===== src/hdl/afepc_defines.svh =====
`ifndef AFEPC_DEFINES_SVH
`define AFEPC_DEFINES_SVH
`define AFEPC_TRIP_MIN_MV     16'd25
`define AFEPC_TRIP_MAX_MV     16'd400
`define AFEPC_TRIP_STEP_MV    16'd25
`define AFEPC_CELLS           6
`define AFEPC_TEMP_CELL_SEL   3'h6
`define AFEPC_SRC_GND         2'h0
`define AFEPC_SRC_CELL        2'h1
`define AFEPC_SRC_HALF_REF    2'h2
`define AFEPC_SRC_REF_085     2'h3
`define AFEPC_RST_TRIP_SEL    4'h0
`define AFEPC_RST_SRC_SEL     2'h0
`define AFEPC_RST_CELL_SEL    3'h0
`define AFEPC_RST_BLEED       6'h00
`define AFEPC_RST_ENABLES     5'h00
`endif


===== src/hdl/afepc_pkg.sv =====
package afepc_pkg;
    typedef enum logic [1:0] {
        AFEPC_OFF,
        AFEPC_RUN,
        AFEPC_SLEEP_DRAIN,
        AFEPC_SLEEP_ARMED
    } afepc_state_t;
    typedef struct packed {
        logic cell_xlat_on;
        logic cur_amp_on;
        logic ref_on;
        logic oc_comp_on;
        logic thermistor_bias_on;
    } afepc_enables_t;
    typedef struct packed {
        logic [1:0] cell_out_source_sel;
        logic [2:0] cell_sel;
        logic       temp_sel;
    } afepc_mux_t;
endpackage : afepc_pkg


===== src/hdl/afepc_top.sv =====
`include "afepc_defines.svh"
module afepc_top
    import afepc_pkg::*;
#(
    parameter int N = `AFEPC_CELLS
) (
    // Clock and reset
    input  wire logic         clk_i,
    input  wire logic         rst_b_i,
    // Supply monitor comparators (asynchronous)
    input  wire logic         supply_above_por_i,
    input  wire logic         supply_below_shut_i,
    // Host-written control bits (same clock)
    input  wire logic         ctl_we_i,
    input  wire logic [3:0]   oc_trip_level_sel_i,
    input  wire logic         oc_direction_sel_i,
    input  wire logic [1:0]   cell_out_source_sel_i,
    input  wire logic [2:0]   cell_sel_i,
    input  wire logic [N-1:0] bleed_control_reg_i,
    input  wire logic         cell_xlat_on_i,
    input  wire logic         cur_amp_on_i,
    input  wire logic         ref_on_i,
    input  wire logic         oc_comp_on_i,
    input  wire logic         thermistor_bias_on_i,
    input  wire logic         sleep_i,
    input  wire logic         sleep_override_i,
    input  wire logic         por_flag_we_i,
    input  wire logic         por_flag_wdata_i,
    // Analog sense inputs (asynchronous)
    input  wire logic         oc_pos_over_i,
    input  wire logic         oc_neg_over_i,
    input  wire logic         regulator_discharged_i,
    input  wire logic         alert_pin_i,
    // Analog control outputs
    output logic [15:0]       oc_trip_mv_o,
    output logic              oc_direction_o,
    output logic              alert_o,
    output logic              alert_oe_o,
    output logic              alert_status_o,
    output logic              thermistor_bias_out_o,
    output afepc_mux_t        cell_measure_out_o,
    output logic [N-1:0]      bleed_switch_on_o,
    output afepc_enables_t    enables_o,
    output logic              regulator_on_o,
    output logic              regulator_pulldown_o,
    output logic              wake_armed_o,
    output logic              por_flag_o,
    output logic              powered_o
);
    ////////////////////////////////////////////////////////////////////
    // Three-stage synchronisers; a change counts when stages 2 and 3 agree
    localparam int NS = 5;
    logic [NS-1:0] raw;
    logic [NS-1:0] s1_ff;
    logic [NS-1:0] s2_ff;
    logic [NS-1:0] s3_ff;
    logic [NS-1:0] q_ff;
    assign raw = {supply_above_por_i, supply_below_shut_i, oc_pos_over_i,
                  oc_neg_over_i, regulator_discharged_i};
    logic [1:0] xs1_ff;
    logic [1:0] xs2_ff;
    logic [1:0] xs3_ff;
    logic [1:0] xq_ff;
    always_ff @(posedge clk_i or negedge rst_b_i) begin
        if (!rst_b_i) begin
            s1_ff  <= '0;
            s2_ff  <= '0;
            s3_ff  <= '0;
            q_ff   <= '0;
            xs1_ff <= '0;
            xs2_ff <= '0;
            xs3_ff <= '0;
            xq_ff  <= '0;
        end else begin
            s1_ff  <= raw;
            s2_ff  <= s1_ff;
            s3_ff  <= s2_ff;
            q_ff   <= (s2_ff & s3_ff) | (q_ff & (s2_ff | s3_ff));
            xs1_ff <= {alert_pin_i, 1'b0};
            xs2_ff <= xs1_ff;
            xs3_ff <= xs2_ff;
            xq_ff  <= (xs2_ff & xs3_ff) | (xq_ff & (xs2_ff | xs3_ff));
        end
    end
    logic above_por;
    logic below_shut;
    logic pos_over;
    logic neg_over;
    logic reg_dis;
    logic alert_high;
    assign above_por  = q_ff[4];
    assign below_shut = q_ff[3];
    assign pos_over   = q_ff[2];
    assign neg_over   = q_ff[1];
    assign reg_dis    = q_ff[0];
    assign alert_high = xq_ff[1];

    ////////////////////////////////////////////////////////////////////
    // Power state machine
    afepc_state_t state_ff;
    afepc_state_t nxt_state;
    logic         por_evt;
    logic         sleep_ff;
    logic         ovr_ff;
    always_comb begin
        nxt_state = state_ff;
        por_evt   = 1'b0;
        unique case (state_ff)
            AFEPC_OFF: begin
                if (above_por && !below_shut) begin
                    nxt_state = AFEPC_RUN;
                    por_evt   = 1'b1;
                end
            end
            AFEPC_RUN: begin
                if (below_shut) begin
                    nxt_state = AFEPC_OFF;
                end else if (sleep_ff && !ovr_ff) begin
                    nxt_state = AFEPC_SLEEP_DRAIN;
                end
            end
            AFEPC_SLEEP_DRAIN: begin
                if (ovr_ff) begin
                    nxt_state = AFEPC_RUN;
                end else if (reg_dis) begin
                    nxt_state = AFEPC_SLEEP_ARMED;
                end
            end
            AFEPC_SLEEP_ARMED: begin
                if (alert_high) begin
                    nxt_state = AFEPC_RUN;
                    por_evt   = 1'b1;
                end
            end
        endcase
    end
    always_ff @(posedge clk_i or negedge rst_b_i) begin
        if (!rst_b_i) begin
            state_ff <= AFEPC_OFF;
        end else begin
            state_ff <= nxt_state;
        end
    end
    logic run;
    logic defaults;
    assign run      = (state_ff == AFEPC_RUN);
    // Leaving the off state or waking reloads defaults, like a power-on reset
    assign defaults = (state_ff == AFEPC_OFF) || por_evt;

    ////////////////////////////////////////////////////////////////////
    // Volatile control registers
    logic [3:0]     trip_ff;
    logic           dir_ff;
    logic [1:0]     src_ff;
    logic [2:0]     csel_ff;
    logic [N-1:0]   bleed_ff;
    afepc_enables_t en_ff;
    always_ff @(posedge clk_i or negedge rst_b_i) begin
        if (!rst_b_i) begin
            trip_ff  <= `AFEPC_RST_TRIP_SEL;
            dir_ff   <= 1'b0;
            src_ff   <= `AFEPC_RST_SRC_SEL;
            csel_ff  <= `AFEPC_RST_CELL_SEL;
            bleed_ff <= `AFEPC_RST_BLEED;
            en_ff    <= `AFEPC_RST_ENABLES;
            sleep_ff <= 1'b0;
            ovr_ff   <= 1'b0;
        end else if (defaults) begin
            trip_ff  <= `AFEPC_RST_TRIP_SEL;
            dir_ff   <= 1'b0;
            src_ff   <= `AFEPC_RST_SRC_SEL;
            csel_ff  <= `AFEPC_RST_CELL_SEL;
            bleed_ff <= `AFEPC_RST_BLEED;
            en_ff    <= `AFEPC_RST_ENABLES;
            sleep_ff <= 1'b0;
            ovr_ff   <= 1'b0;
        end else if (ctl_we_i && run) begin
            trip_ff  <= oc_trip_level_sel_i;
            dir_ff   <= oc_direction_sel_i;
            src_ff   <= cell_out_source_sel_i;
            csel_ff  <= cell_sel_i;
            bleed_ff <= bleed_control_reg_i;
            en_ff    <= {cell_xlat_on_i, cur_amp_on_i, ref_on_i,
                         oc_comp_on_i, thermistor_bias_on_i};
            sleep_ff <= sleep_i & ~sleep_override_i;
            ovr_ff   <= sleep_override_i;
        end else if (ctl_we_i) begin
            // Only the override is heard while draining; it cancels sleep
            ovr_ff   <= sleep_override_i;
            sleep_ff <= sleep_ff & ~sleep_override_i;
        end else if (!run) begin
            sleep_ff <= sleep_ff;
        end
    end

    ////////////////////////////////////////////////////////////////////
    // Power-on flag: set wins over a same-cycle clear
    logic por_ff;
    always_ff @(posedge clk_i or negedge rst_b_i) begin
        if (!rst_b_i) begin
            por_ff <= 1'b0;
        end else if (por_evt) begin
            por_ff <= 1'b1;
        end else if (state_ff == AFEPC_OFF) begin
            por_ff <= 1'b0;
        end else if (por_flag_we_i && !por_flag_wdata_i) begin
            por_ff <= 1'b0;
        end
    end

    ////////////////////////////////////////////////////////////////////
    // Overcurrent comparator and alert
    logic over;
    logic alert_ff;
    logic [15:0] trip_mv_ff;
    assign over = dir_ff ? neg_over : pos_over;
    always_ff @(posedge clk_i or negedge rst_b_i) begin
        if (!rst_b_i) begin
            alert_ff   <= 1'b0;
            trip_mv_ff <= `AFEPC_TRIP_MIN_MV;
        end else begin
            alert_ff   <= run & en_ff.oc_comp_on & over;
            // Sixteen codes span 25 mV to 400 mV in 25 mV steps
            trip_mv_ff <= `AFEPC_TRIP_MIN_MV
                        + 16'(trip_ff) * `AFEPC_TRIP_STEP_MV;
        end
    end
    assign oc_trip_mv_o   = trip_mv_ff;
    assign oc_direction_o = dir_ff;
    // Open drain: drive low only, which signals the alert to the host
    assign alert_o        = 1'b0;
    assign alert_oe_o     = alert_ff;
    // Live status; there is no stored copy for a write to disturb
    assign alert_status_o = alert_ff;

    ////////////////////////////////////////////////////////////////////
    // Output mux, bias, bleed switches, power controls
    afepc_mux_t mux_ff;
    logic [N-1:0] bleed_sw;
    logic [N-1:0] bleed_out_ff;
    afepc_bleed #(
        .N (N)
    ) u_bleed (
        .req_i (bleed_ff),
        .sw_o  (bleed_sw)
    );
    always_ff @(posedge clk_i or negedge rst_b_i) begin
        if (!rst_b_i) begin
            mux_ff       <= '0;
            bleed_out_ff <= '0;
        end else begin
            mux_ff.cell_out_source_sel <= src_ff;
            mux_ff.cell_sel            <= csel_ff;
            mux_ff.temp_sel            <= (src_ff == `AFEPC_SRC_CELL)
                                       && (csel_ff == `AFEPC_TEMP_CELL_SEL);
            bleed_out_ff               <= run ? bleed_sw : '0;
        end
    end
    assign cell_measure_out_o    = mux_ff;
    assign bleed_switch_on_o     = bleed_out_ff;
    assign enables_o             = run ? en_ff : '0;
    assign thermistor_bias_out_o = run & en_ff.thermistor_bias_on;
    assign regulator_on_o        = run;
    assign regulator_pulldown_o  = (state_ff == AFEPC_SLEEP_DRAIN)
                                || (state_ff == AFEPC_SLEEP_ARMED);
    assign wake_armed_o          = (state_ff == AFEPC_SLEEP_ARMED);
    assign por_flag_o            = por_ff;
    assign powered_o             = run;
endmodule : afepc_top


===== src/hdl/afepc_bleed.sv =====
`include "afepc_defines.svh"
module afepc_bleed
    import afepc_pkg::*;
#(
    parameter int N = `AFEPC_CELLS
) (
    // Requested bleed bits
    input  wire logic [N-1:0] req_i,
    // Switch drive
    output logic      [N-1:0] sw_o
);
    genvar g;
    generate
        for (g = 0; g < N; g++) begin : g_sw
            logic lo_clash;
            logic hi_clash;
            if (g == 0) begin : g_lo0
                assign lo_clash = 1'b0;
            end else begin : g_lo
                assign lo_clash = req_i[g-1];
            end
            if (g == N-1) begin : g_hi0
                assign hi_clash = 1'b0;
            end else begin : g_hi
                assign hi_clash = req_i[g+1];
            end
            assign sw_o[g] = req_i[g] & ~lo_clash & ~hi_clash;
        end
    endgenerate
endmodule : afepc_bleed


===== config.mk =====
export PLATFORM = sky130hd
export DESIGN_NAME = afepc_top
export DESIGN_NICKNAME = d
export VERILOG_FILES = /design/src/hdl/afepc_pkg.sv /design/src/hdl/afepc_top.sv /design/src/hdl/afepc_bleed.sv
export VERILOG_INCLUDE_DIRS = /design/src /design/src/hdl
export SDC_FILE = /design/constraint.sdc
export NUM_CORES = 1
export LEC_CHECK = 0
export ABC_CLOCK_PERIOD_IN_PS = 2000
export BUFFER_PORTS_ARGS = -buffer_cell sky130_fd_sc_hd__buf_2
export CAP_MARGIN = 20
export CORE_ASPECT_RATIO = 0.75
export CORE_MARGIN = 3
export CORE_UTILIZATION = 48
export CTS_BUF_LIST = sky130_fd_sc_hd__clkbuf_16
export CTS_CLUSTER_SIZE = 8
export DETAILED_ROUTE_END_ITERATION = 6
export PLACE_DENSITY = 0.76
export SLEW_MARGIN = 0
export SYNTH_ARGS = -nofsm -noshare
export SYNTH_HDL_FRONTEND = slang
export SYNTH_SLANG_ARGS = --single-unit

===== constraint.sdc =====
create_clock -name clk_i -period 2 [get_ports clk_i]
set_input_delay 0.4 -clock clk_i [delete_from_list [all_inputs] [get_ports clk_i]]
set_output_delay 0.4 -clock clk_i [all_outputs]
set_load 0.01 [all_outputs]

== After elaboration in Yosys (flattened, before gate mapping) ==
Cells that the tools add are included.

* Reductions and logical operators: 15
* Multipliers: 1
* Eq/ne operators: 9
* Bitwise gates (word level): 30
* Add/sub/neg operators: 1
* Muxes and demuxes: 34

{| class="wikitable"
|+ Operator list
! cell !! count
|-
| two-way mux 6 bit || 3
|-
| two-way mux 2 bit || 8
|-
| bitwise AND 1 bit || 15
|-
| two-way mux 5 bit || 3
|-
| two-way mux 1 bit || 14
|-
| adder 5 x 9 -> 10 bit, first input constant || 1
|-
| bitwise AND 5 bit || 2
|-
| OR 5 bit || 2
|-
| multiplier 4 x 5 -> 9 bit, second input constant || 1
|-
| two-way mux 4 bit || 2
|-
| one-hot mux 2 bit (4 select lines) || 1
|-
| inverter 1 bit || 7
|-
| two-way mux 3 bit || 2
|-
| nonzero test 3 bit || 2
|-
| logical AND 1 bit || 5
|-
| bitwise AND 2 bit || 2
|-
| == test 2 x 1 -> 1 bit, second input constant || 2
|-
| == test 2 bit, second input constant || 2
|-
| OR 2 bit || 2
|-
| AND reduction 4 bit || 1
|-
| == test 3 bit, second input constant || 1
|-
| logical NOT 1 bit || 3
|-
| inequality test 3 x 2 -> 1 bit, second input constant || 1
|-
| inequality test 3 bit, second input constant || 1
|-
| 6 further kinds || 7
|}

* Word-level logic and storage cells: 118
* Input port bits: 34
* Output and inout port bits: 43
* Flip-flop bits (word level): 74

== Logic depth before layout (Yosys ltp) ==
Gate-level depths: netlist of the first run.

* Word-level depth: 6
* Mapped depth: 9
* Mapped depth without buffers: 9

== By module ==
Synthesis of the first run repeated with hierarchy kept, for this count alone.

* Cell total of the unflattened synthesis: 260
* Area, all modules: 3108.0 sq um

{| class="wikitable"
|+ Modules (own cells, without submodules)
! module !! instances !! cells an instance !! area each (sq um) !! seq. area each (sq um)
|-
| afepc_top || 1 || 254 || 3045.4 || 1830.5
|-
| afepc_bleed || 1 || 6 || 62.6 || 0.0
|}

== Worst setup path after synthesis of the first run ==
OpenSTA, ideal clock, no wires.

* Path type: reg2reg
* From: register trip_ff[2]
* To: register trip_mv_ff[8] (netlist: oc_trip_mv_o[8])
* Setup time: 131 ps
* Slack: 61 ps
* Cell stages (with the launch flop): 10
* Data required time: 1869 ps
* Buffers on the path: 0
* Period minus slack after synthesis: 1939 ps
* Arrival time: 1808 ps
* Cell sequence: dfrtp_1 inv_1 ha_1 inv_1 ha_1 ha_1 nor3b_1 a31oi_1 o221a_2 o211ai_1

* Cells in the longest elaborated chain, start to end: 2

{| class="wikitable"
|+ RTL lines
! element !! line !! text
|-
| start, declared || afepc_top.sv:152 || <nowiki>logic [3:0] trip_ff;</nowiki>
|-
| start signal, assigned || afepc_top.sv:160 || <nowiki>trip_ff <= `AFEPC_RST_TRIP_SEL;</nowiki>
|-
| start signal, assigned || afepc_top.sv:169 || <nowiki>trip_ff <= `AFEPC_RST_TRIP_SEL;</nowiki>
|-
| start signal, assigned || afepc_top.sv:178 || <nowiki>trip_ff <= oc_trip_level_sel_i;</nowiki>
|-
| multiplier 4 x 5 -> 9 bit (no source line) || n/a ||
|-
| adder 5 x 9 -> 10 bit (no source line) || n/a ||
|-
| end signal, assigned || afepc_top.sv:220 || <nowiki>trip_mv_ff <= `AFEPC_TRIP_MIN_MV;</nowiki>
|-
| end signal, assigned || afepc_top.sv:224 || <nowiki>trip_mv_ff <= `AFEPC_TRIP_MIN_MV</nowiki>
|-
| end, declared || afepc_top.sv:215 || <nowiki>logic [15:0] trip_mv_ff;</nowiki>
|}

Every way passes these cells.
A chain may end at the register's enable or synchronous reset.

== Worst setup path in the final report of the first run ==
* From: register trip_ff[3]
* To: register trip_mv_ff[8] (netlist: oc_trip_mv_o[8])

Same word-level chain as after synthesis.

==> impl_metrics.csv, run 1 <==
group,metric,value,unit
status,outcome,"finished with violations",
status,failed_checks,"negative setup slack",
critical_path,start_kind,"flop",
global_routing,grt_pass1_wl,10000,microns
min_path,hold_class,"primary input to flop",
final_layout,fin_nets,385,
clock_network,cts_tree,"done",
logic_synthesis,synth_edf_count,0,
timing,setup_slack,-27.6,ps
clock_network,cts_buffers,9,
logic_synthesis,syn_inst,254,
timing,setup_viol,2,
route,route.vias.total,2087,
logic_synthesis,yosysTopAreaCell,"dfrtp_1",
final_layout,fin_util,65.5,%
global_routing,antenna_found_initial,0,
floorplanning,core,0.00604,sq mm
flow_run,maxCapViolations,0,
critical_path,r2r_slack,-30,ps
floorplanning,io_pins,77,
floorplanning,die_w,98.8,microns
final_layout,layout_commonest_cell,"dfrtp_1",
critical_path,slowest_stage,"dfrtp_1",
route,drc,0,
final_layout,antenna_cells,0,
clock_network,clk_path_buf_depth,2,
critical_path,rr_worst_depth,9,
logic_synthesis,synth_area_leaders,"dfrtp_1 56%, ha_1 7.3%, nand2_1 4.8%, a21oi_2 3.1%, dfstp_2 2.5%",
clock_network,cts_num_sinks,73,
route,postRouteWirelength,6340,microns
final_layout,final_area,0.00396,sq mm
place,placed_area,0.00350,sq mm
critical_path,critPathMostFrequentCell,"ha_4",
timing,fmax,0.493,GHz
clock_network,clk_latency,330,ps
pwr,ir_drop,1.11,mV
critical_path,crit_arrival,2220,ps
logic_synthesis,ys_types,43,
timing,min_period_over_period,101,%
timing,timing.hold.ws,176,ps
global_routing,track_usage,17.8,%
route,first_pass_iters,4,
logic_synthesis,syn_area_per_cell,12.2,sq um
timing,hold_viol_final,0,
final_layout,area_delta_synth_final,27.6,%
critical_path,end_kind,"flop",
global_routing,grt_pass1_vias,2012,
critical_path,path_class,"flop to flop",
pwr,powerDensity,1550,mW/mm^2
timing,skew,7.34,ps
floorplanning,dieArea,0.00747,sq mm
critical_path,rr_startpoint,"trip_ff[3]",
clock_network,htree_levels,3,
floorplanning,start_util,51.4,%
critical_path,r2r_end,"oc_trip_mv_o[8]",
critical_path,worst_path_dominant_cell_family,"adder cells",
route,ant_nets,0,
floorplanning,fp.dieH,75.6,microns
timing,rsz0062_at_grt,"true",
final_layout,drive_above_1_share,42.3,%
route,vias_per_cell,5.02,
critical_path,timing.critical_path.slowest_cell_delay,440,ps
final_layout,final_cells,416,
critical_path,worstPathMaxFanout,3,
critical_path,cp_cell_sequence,"inv_2 > ha_1 > inv_1 > ha_4 > ha_4 > and3_1 > nand3_1 > nand4b_1 > o211ai_1",
clock_network,cts_root_buffer,"clkbuf_16",
logic_synthesis,yosysWarnings,0,
logic_synthesis,ys_ff_latch,73,
logic_synthesis,netlist_area,0.00310,sq mm
min_path,min_path_cells,1,
final_layout,layout_common_cells,"70 x dfrtp_1, 68 x buf_2, 40 x nand2_1, 12 x a21oi_2, 12 x inv_1",
route,first_iter_violations,85,
logic_synthesis,yosysSeqAreaShare,59.0,%
timing,slew_viol_final,0,
place,dp.cells,397,
timing,period_needed,2030,ps
route,wl_per_cell,15.2,microns
global_routing,grt_start_max_net_pins,58,
pwr,leakage,1.94,nW
place,place_congestion,0.837,
critical_path,timing.critical_path.buf_inv,2,
clock_network,path_clk_slew,60,ps
critical_path,cp_num_cells,9,
min_path,min_from,"oc_pos_over_i",
global_routing,grt-ovfl-total,0,
place,dp_hpwl,4200,microns
floorplanning,rows,24,
logic_synthesis,ys.flop_type,"dfrtp_1",
critical_path,required,2200,ps
logic_synthesis,async_flop_share,100,%
pwr,p_total,6.13,mW
place,portBuffers,69,
logic_synthesis,netlist.area_leader.share,56.5,%
min_path,whs_endpoint,"s1_ff[2]",
[logic make-up (layout without fill, tap and decap cells)]
| kind of cell | after synthesis | count (layout) | synth area share [%] |
|---|---|---|---|
| flops | 73 | 73 | 59.0 |
| simple gates | 77 | 77 | 13.4 |
| buf+inv | 32 | 110 | 6.13 |
| xor+xnor | 5 | 5 | 1.41 |
| mux | 4 | 4 | 1.29 |
| compound gates | 38 | 38 | 9.36 |
| other cells | 1 | 7 | 0.121 |
| fa+ha+maj | 24 | 24 | 9.20 |
[worst max path at each step]
stage | startpoint | endpoint | slack (ps)
finish | trip_ff[3] | oc_trip_mv_o[8] | -30
global route | trip_ff[3] | oc_trip_mv_o[8] | -100
floorplan | trip_ff[2] | oc_trip_mv_o[8] | 60
global placement | trip_ff[3] | oc_trip_mv_o[9] | 30
CTS | trip_ff[2] | oc_trip_mv_o[8] | 7
detailed placement | trip_ff[3] | oc_trip_mv_o[9] | -70
[metal layers]
layer  vias to the layer above  global-route usage [%]  share of wire (%)  wire (microns)
li1                        991                       -                  -               -
met1                      1013                    23.3                 44            2820
met2                        70                    28.3                 47            2980
met3                        13                    5.49                6.8             433
met4                         0                    7.12                1.7             110
met5                         -                       0                  0               0
[registers in the layout, summed over array words and instances, names as in the netlist, 2 cells and up]
name                count
bleed_switch_on_o       6
bleed_ff                6
state_ff                2
q_ff                    5
s2_ff                   5
src_ff                  2
csel_ff                 3
s3_ff                   5
oc_trip_mv_o           10
en_ff                   5
trip_ff                 4
s1_ff                   5
cell_measure_out_o      6
[Yosys cell counts (all sizes together) (2+ instances only)]
master and instances:
o21ai 7, and2 6, dfstp 3, inv 15, and3b 2, xor2 2
and4bb 3, nor3b 2, nor2b 3, buf 16, maj3 6, dfrtp 70
xnor2 3, nand2 50, nand3 3, ha 18, mux2i 4, a21oi 22
o211ai 2, a31oi 2, nor2 2
[repair_timing]
| item | CTS | global route |
|---|---|---|
| hold buffers | 1 | 0 |
| pin swaps | 0 | 1 |
| endpoints found under the setup margin | 4 | 7 |
| resized for setup | 5 | 9 |
| hold endpoints to repair | 14 | 0 |
| gates cloned | 0 | 0 |
| setup buffers | 1 | 1 |
[final cells by class]
class	count	area [sq um]
Tap cell	78	97.6
Clock inverter	7	95.1
Fill cell	459	2080
Multi-Input combinational cell	155	1210
Clock buffer	9	225
Timing Repair Buffer	79	438
Sequential cell	73	1830
Inverter	15	56.3
[power by group]
group / total, mW / switching (mW) / leakage, nW / internal, mW
combinational: 2.35 / 1.26 / 0.849 / 1.09
clock: 1.70 / 0.605 / 0.155 / 1.09
sequential: 2.08 / 0.224 / 0.932 / 1.86
total: 6.13 / 2.09 / 1.94 / 4.04
[per-stage QoR]
stage / TNS (ps) / setup WS, ps
CTS: 0 / 7.11
global route: -389 / -105
floorplan: 0 / 61.1
detailed placement: -152 / -66.6
global placement: 0 / 27.9
finish: -42.1 / -27.6
(Power assumes the default switching activity.)
==> inputs of run 2 (changes only) <==
--- a/config.mk
+++ b/config.mk
@@ -10,12 +10,11 @@
 export BUFFER_PORTS_ARGS = -buffer_cell sky130_fd_sc_hd__buf_2
 export CAP_MARGIN = 20
 export CORE_ASPECT_RATIO = 0.75
-export CORE_MARGIN = 3
-export CORE_UTILIZATION = 48
+export CORE_UTILIZATION = 25
 export CTS_BUF_LIST = sky130_fd_sc_hd__clkbuf_16
 export CTS_CLUSTER_SIZE = 8
 export DETAILED_ROUTE_END_ITERATION = 6
-export PLACE_DENSITY = 0.76
+export SKIP_CTS_REPAIR_TIMING = 1
 export SLEW_MARGIN = 0
 export SYNTH_ARGS = -nofsm -noshare
 export SYNTH_HDL_FRONTEND = slang
==> run 2 against run 1 <==
  * The flow now finishes without violations
  * Clock power is 11% lower
  * Worst setup slack improved by 97 ps
  * Clock-buffer cell count did not move
  * Non-clock buffer count up 2
  * Global-route usage fell by 6.8 points
  * Sequential power about the same
  * Cell area increased by 2.1%
  * Hold slack worse by 170 ps
  * Routed wire length up 5.4%
  * Highest routed layer unchanged
==> impl_metrics.csv, run 2 (same netlist as run 1, synthesis figures left out) <==
group,metric,value,unit
critical_path,endpoint,"oc_trip_mv_o[6]",
clock_network,cts_root_buffer,"clkbuf_16",
floorplanning,io_pins,77,
clock_network,cts_num_sinks,73,
place,place_congestion,0.777,
critical_path,end_kind,"flop",
final_layout,final_cells,502,
global_routing,grt_pass1_vias,1994,
floorplanning,core,0.0118,sq mm
clock_network,htree_levels,3,
status,outcome,"finished, final reports clean",
global_routing,grt_pass1_wl,10400,microns
timing,skew,6.72,ps
floorplanning,rows,34,
timing,min_period_over_period,96.5,%
min_path,hold_class,"primary input to asynchronous set/reset pin",
pwr,power_frac_seq,35.0,%
global_routing,grt_util_met1,14.1,%
critical_path,rr_worst_depth,9,
pwr,clock_power_share,25.7,%
final_layout,layout_commonest_cell,"dfrtp_1",
pwr,internal-power,3.90,mW
route,ant_nets,0,
final_layout,area_delta_synth_final,30.2,%
clock_network,clk_path_buf_depth,2,
place,dp.cells,484,
global_routing,busiest_layer,"met2",
timing,fmax,0.518,GHz
floorplanning,dieArea,0.0129,sq mm
global_routing,grt_start_max_net_pins,44,
place,portBuffers,69,
floorplanning,fp.dieH,98.4,microns
route,first_pass_iters,4,
clock_network,cts_tree,"done",
final_layout,fin_nets,387,
place,dp_hpwl,4620,microns
clock_network,path_clk_slew,60,ps
critical_path,cp-startpoint,"trip_ff[1]",
route,first_iter_violations,79,
clock_network,clk_latency,330,ps
final_layout,drive_above_1_share,41.2,%
critical_path,r2r_slack,70,ps
timing,setup_viol,0,
global_routing,grt-ovfl-total,0,
pwr,swShare,34.3,%
floorplanning,start_util,26.2,%
final_layout,layout_common_cells,"70 x dfrtp_1, 68 x buf_2, 40 x nand2_1, 16 x inv_1, 12 x a21oi_2",
pwr,pwr-share-comb,39.3,%
timing,slew_viol_final,0,
critical_path,required,2210,ps
final_layout,fillers,1217,
critical_path,start_kind,"flop",
pwr,leakage,1.94,nW
final_layout,multi_input_area,0.00120,sq mm
critical_path,rr_startpoint,"trip_ff[1]",
global_routing,use_met3,3.58,%
pwr,powerDensity,1470,mW/mm^2
pwr,ir_drop,0.523,mV
place,placed_area,0.00363,sq mm
final_layout,regArea,0.00183,sq mm
route,wl_per_cell,13.3,microns
pwr,power.switching,2.03,mW
route,postRouteWirelength,6680,microns
critical_path,path_class,"flop to flop",
timing,period_needed,1930,ps
timing,fin_tns_setup,0,ps
global_routing,track_usage,11.0,%
clock_network,cts_buffers,9,
final_layout,final_area,0.00404,sq mm
route,vias_per_cell,4.01,
global_routing,antenna_found_initial,0,
timing,hold_viol_final,0,
flow_run,maxCapViolations,0,
final_layout,antenna_cells,0,
final_layout,largest_reg_flops,10,
critical_path,r2r_end,"oc_trip_mv_o[6]",
floorplanning,die_w,131,microns
critical_path,worstPathMaxFanout,4,
timing,timing.hold.ws,3.31,ps
global_routing,gr-usage-met2,16.9,%
critical_path,crit_arrival,2140,ps
route,drc,0,
route,route.vias.total,2014,
run 2: cell count changes in the layout (fill, tap and decap cells not counted), sizes merged:
cell         before  now
buf              78   81
bufinv            2    1
dlygate4sd3       1    0
inv              15   16
run 2: worst min path at each step:
| stage | from | endpoint | slack [ps] | cells past startpoint |
|---|---|---|---|---|
| 5_1_grt | rst_b_i | bleed_ff[3] | 20 | 1 |
| 6_report | rst_b_i | s1_ff[0] | 3 | 1 |
| 4_1_cts | rst_b_i | bleed_ff[3] | 9 | 1 |
| 3_3_place_gp | s1_ff[3] | s2_ff[3] | 330 | 0 |
| 3_5_place_dp | s1_ff[2] | s2_ff[2] | 340 | 0 |
| 2_1_floorplan | rst_b_i | alert_oe_o | 100 | 0 |
run 2: cell type report:
| type | count | area share (%) |
|---|---|---|
| clock inverters | 7 | 1.55 |
| well taps | 162 | 5.02 |
| repair buffers | 81 | 11.3 |
| clock buffers | 9 | 5.58 |
| inverters | 15 | 1.39 |
| multi-input cells | 155 | 29.9 |
| flip-flops and latches | 73 | 45.4 |
run 2: per-stage QoR:
stage	worst slack (ps)	total power, mW	util, %
floorplan	61.1	3.44	-
global placement	13.3	4.03	30.7
detailed placement	-19.4	4.05	30.7
CTS	-85.9	5.63	33.1
global route	-20.8	6.37	34.1
finish	69.0	5.93	34.1
run 2: per-layer routing:
layer	vias to the layer above	wire, microns	share of wire (%)
met4	0	107	1.6
met5	-	0	0
met1	963	3040	46
li1	986	-	-
met3	13	312	4.7
met2	52	3220	48
run 2: worst max-delay path, stage by stage, from the launching register on:
cell     delay, ps
dfrtp_1        390
inv_1           70
ha_1           280
inv_1           90
ha_4           210
ha_4           250
and3_1         200
nand3_2         90
nand2_1         70
xor2_1         160
run 2: power groups by stage:
stage	Combinational (mW)	Sequential, mW	Clock (mW)
after floorplan	1.31	2.13	0
after global placement	1.95	2.08	0
after detailed placement	1.95	2.09	0
after CTS	1.97	2.07	1.59
after global routing	2.59	2.13	1.66
final	2.33	2.07	1.52
==> inputs of run 3 (changes only) <==
--- a/config.mk
+++ b/config.mk
@@ -10,7 +10,7 @@
 export BUFFER_PORTS_ARGS = -buffer_cell sky130_fd_sc_hd__buf_2
 export CAP_MARGIN = 20
 export CORE_ASPECT_RATIO = 0.75
-export CORE_UTILIZATION = 25
+export CORE_UTILIZATION = 30
 export CTS_BUF_LIST = sky130_fd_sc_hd__clkbuf_16
 export CTS_CLUSTER_SIZE = 8
 export DETAILED_ROUTE_END_ITERATION = 6
==> run 3 against run 2 <==
  * The flow now finishes with violations (negative hold slack)
  * First-iteration DRC count fell by 5.1%
  * Hold slack got worse by 10 ps
  * Cell area fell by 0.59%
  * Cell count fell by 6.8%
  * Total power rose by 3.5%
  * Clock power rose by 18%
  * Critical endpoint is now oc_trip_mv_o[8]
  * Largest power group unchanged
==> impl_metrics.csv, run 3 (same netlist as run 1, synthesis figures left out) <==
group,metric,value,unit
status,outcome,"finished with violations",
status,failed_checks,"negative hold slack",
timing,period_needed,1940,ps
critical_path,rr_startpoint,"trip_ff[2]",
clock_network,htree_levels,3,
floorplanning,die_w,119,microns
final_layout,area_delta_synth_final,29.4,%
clock_network,cts_buffers,9,
pwr,ir_drop,0.418,mV
route,ant_nets,0,
global_routing,track_usage,12.2,%
route,vias_per_cell,4.40,
final_layout,drive_above_1_share,41.7,%
route,postRouteWirelength,6100,microns
route,first_pass_iters,4,
clock_network,cts_num_sinks,73,
global_routing,grt_start_max_net_pins,45,
final_layout,layout_common_cells,"70 x dfrtp_1, 68 x buf_2, 40 x nand2_1, 13 x inv_1, 12 x a21oi_2",
timing,min_period_over_period,96.8,%
timing,fmax,0.517,GHz
floorplanning,start_util,31.5,%
place,place_congestion,0.811,
clock_network,clk_path_buf_depth,2,
route,route.vias.total,2057,
critical_path,worstPathMaxFanout,4,
critical_path,required,2200,ps
final_layout,multi_input_area,0.00120,sq mm
timing,skew,2.47,ps
clock_network,cts_root_buffer,"clkbuf_16",
min_path,hold_class,"primary input to asynchronous set/reset pin",
final_layout,largest_reg_flops,10,
floorplanning,dieArea,0.0107,sq mm
critical_path,path_class,"flop to flop",
final_layout,regArea,0.00183,sq mm
clock_network,cts_tree,"done",
critical_path,cp-startpoint,"trip_ff[2]",
timing,hold_viol_final,4,
route,drc,0,
floorplanning,fp.dieH,90.0,microns
pwr,leakage,1.93,nW
clock_network,clk_latency,320,ps
critical_path,end_kind,"flop",
critical_path,start_kind,"flop",
final_layout,fin_nets,383,
route,wl_per_cell,13.0,microns
clock_network,path_clk_slew,50,ps
timing,timing.hold.ws,-6.78,ps
final_layout,fillers,938,
floorplanning,core,0.00985,sq mm
place,dp_hpwl,4270,microns
timing,setup_viol,0,
place,portBuffers,69,
route,first_iter_violations,75,
timing,slew_viol_final,0,
floorplanning,io_pins,77,
global_routing,grt-ovfl-total,0,
floorplanning,rows,31,
pwr,powerDensity,1530,mW/mm^2
global_routing,antenna_found_initial,0,
final_layout,fin_util,40.7,%
global_routing,grt_pass1_vias,2089,
final_layout,antenna_cells,0,
flow_run,maxCapViolations,0,
critical_path,crit_arrival,2140,ps
global_routing,grt_pass1_wl,9980,microns
final_layout,layout_commonest_cell,"dfrtp_1",
run 3: cell types whose count changed in the layout (fill, tap and decap cells not counted), sizes merged:
cell,previous run,this run
bufinv,1,3
buf,81,77
clkinv,4,2
run 3: cell type report:
cell class	instances	share of cell area (%)
repair buffers	77	10.5
clock buffers	9	5.61
flip-flops and latches	73	45.6
multi-input cells	155	30.0
clock inverters	7	2.74
inverters	15	1.40
well taps	132	4.12
run 3: power breakdown:
group          internal [mW]  switching [mW]  total [mW]
sequential              1.86           0.208        2.07
combinational           1.06            1.23        2.28
clock                   1.21           0.580        1.79
total                   4.12            2.01        6.14
run 3: worst max-delay path, cell delays in order, from the launching register on:
cell and delay, ps:
dfrtp_1 400, inv_1 60, ha_1 280, inv_2 40, ha_4 230, ha_4 280
nor3b_1 50, a31oi_1 170, o221a_2 210, o211ai_1 80
run 3: metrics by stage:
stage / setup WS, ps / area [sq um] / total power [mW] / std cells / TNS, ps
2_1_floorplan: 61.1 / 3120 / 3.44 / 260 / 0
3_5_place_dp: -25.7 / 3570 / 4.05 / 452 / -34.1
3_3_place_gp: -8.28 / 3570 / 4.02 / 452 / -8.28
5_1_grt: -43.2 / 4010 / 6.55 / 468 / -68.0
4_1_cts: -89.6 / 3910 / 5.88 / 468 / -414
6_report: 64.4 / 4010 / 6.14 / 468 / 0
run 3: path summary, 6_finish.rpt:
| kind | to | slack (ps) | depth (start not counted) |
|---|---|---|---|
| min in group clk_i | s1_ff[0] | 180 | 1 |
| max in group asynchronous | s1_ff[1] | 1450 | 2 |
| worst max-delay path | oc_trip_mv_o[8] | 60 | 9 |
| worst min register to register | s2_ff[2] | 350 | 0 |
| worst min-delay path | oc_trip_mv_o[5] | -7 | 1 |
| worst max register to register | oc_trip_mv_o[8] | 60 | 9 |
run 3: metal layers:
layer	up-vias	share of wire, %	GRT usage (%)
met5	-	0	0
met4	0	1.5	4.58
met3	10	6.3	4.76
met2	51	47	18.8
met1	1013	45	15.3
li1	983	-	-
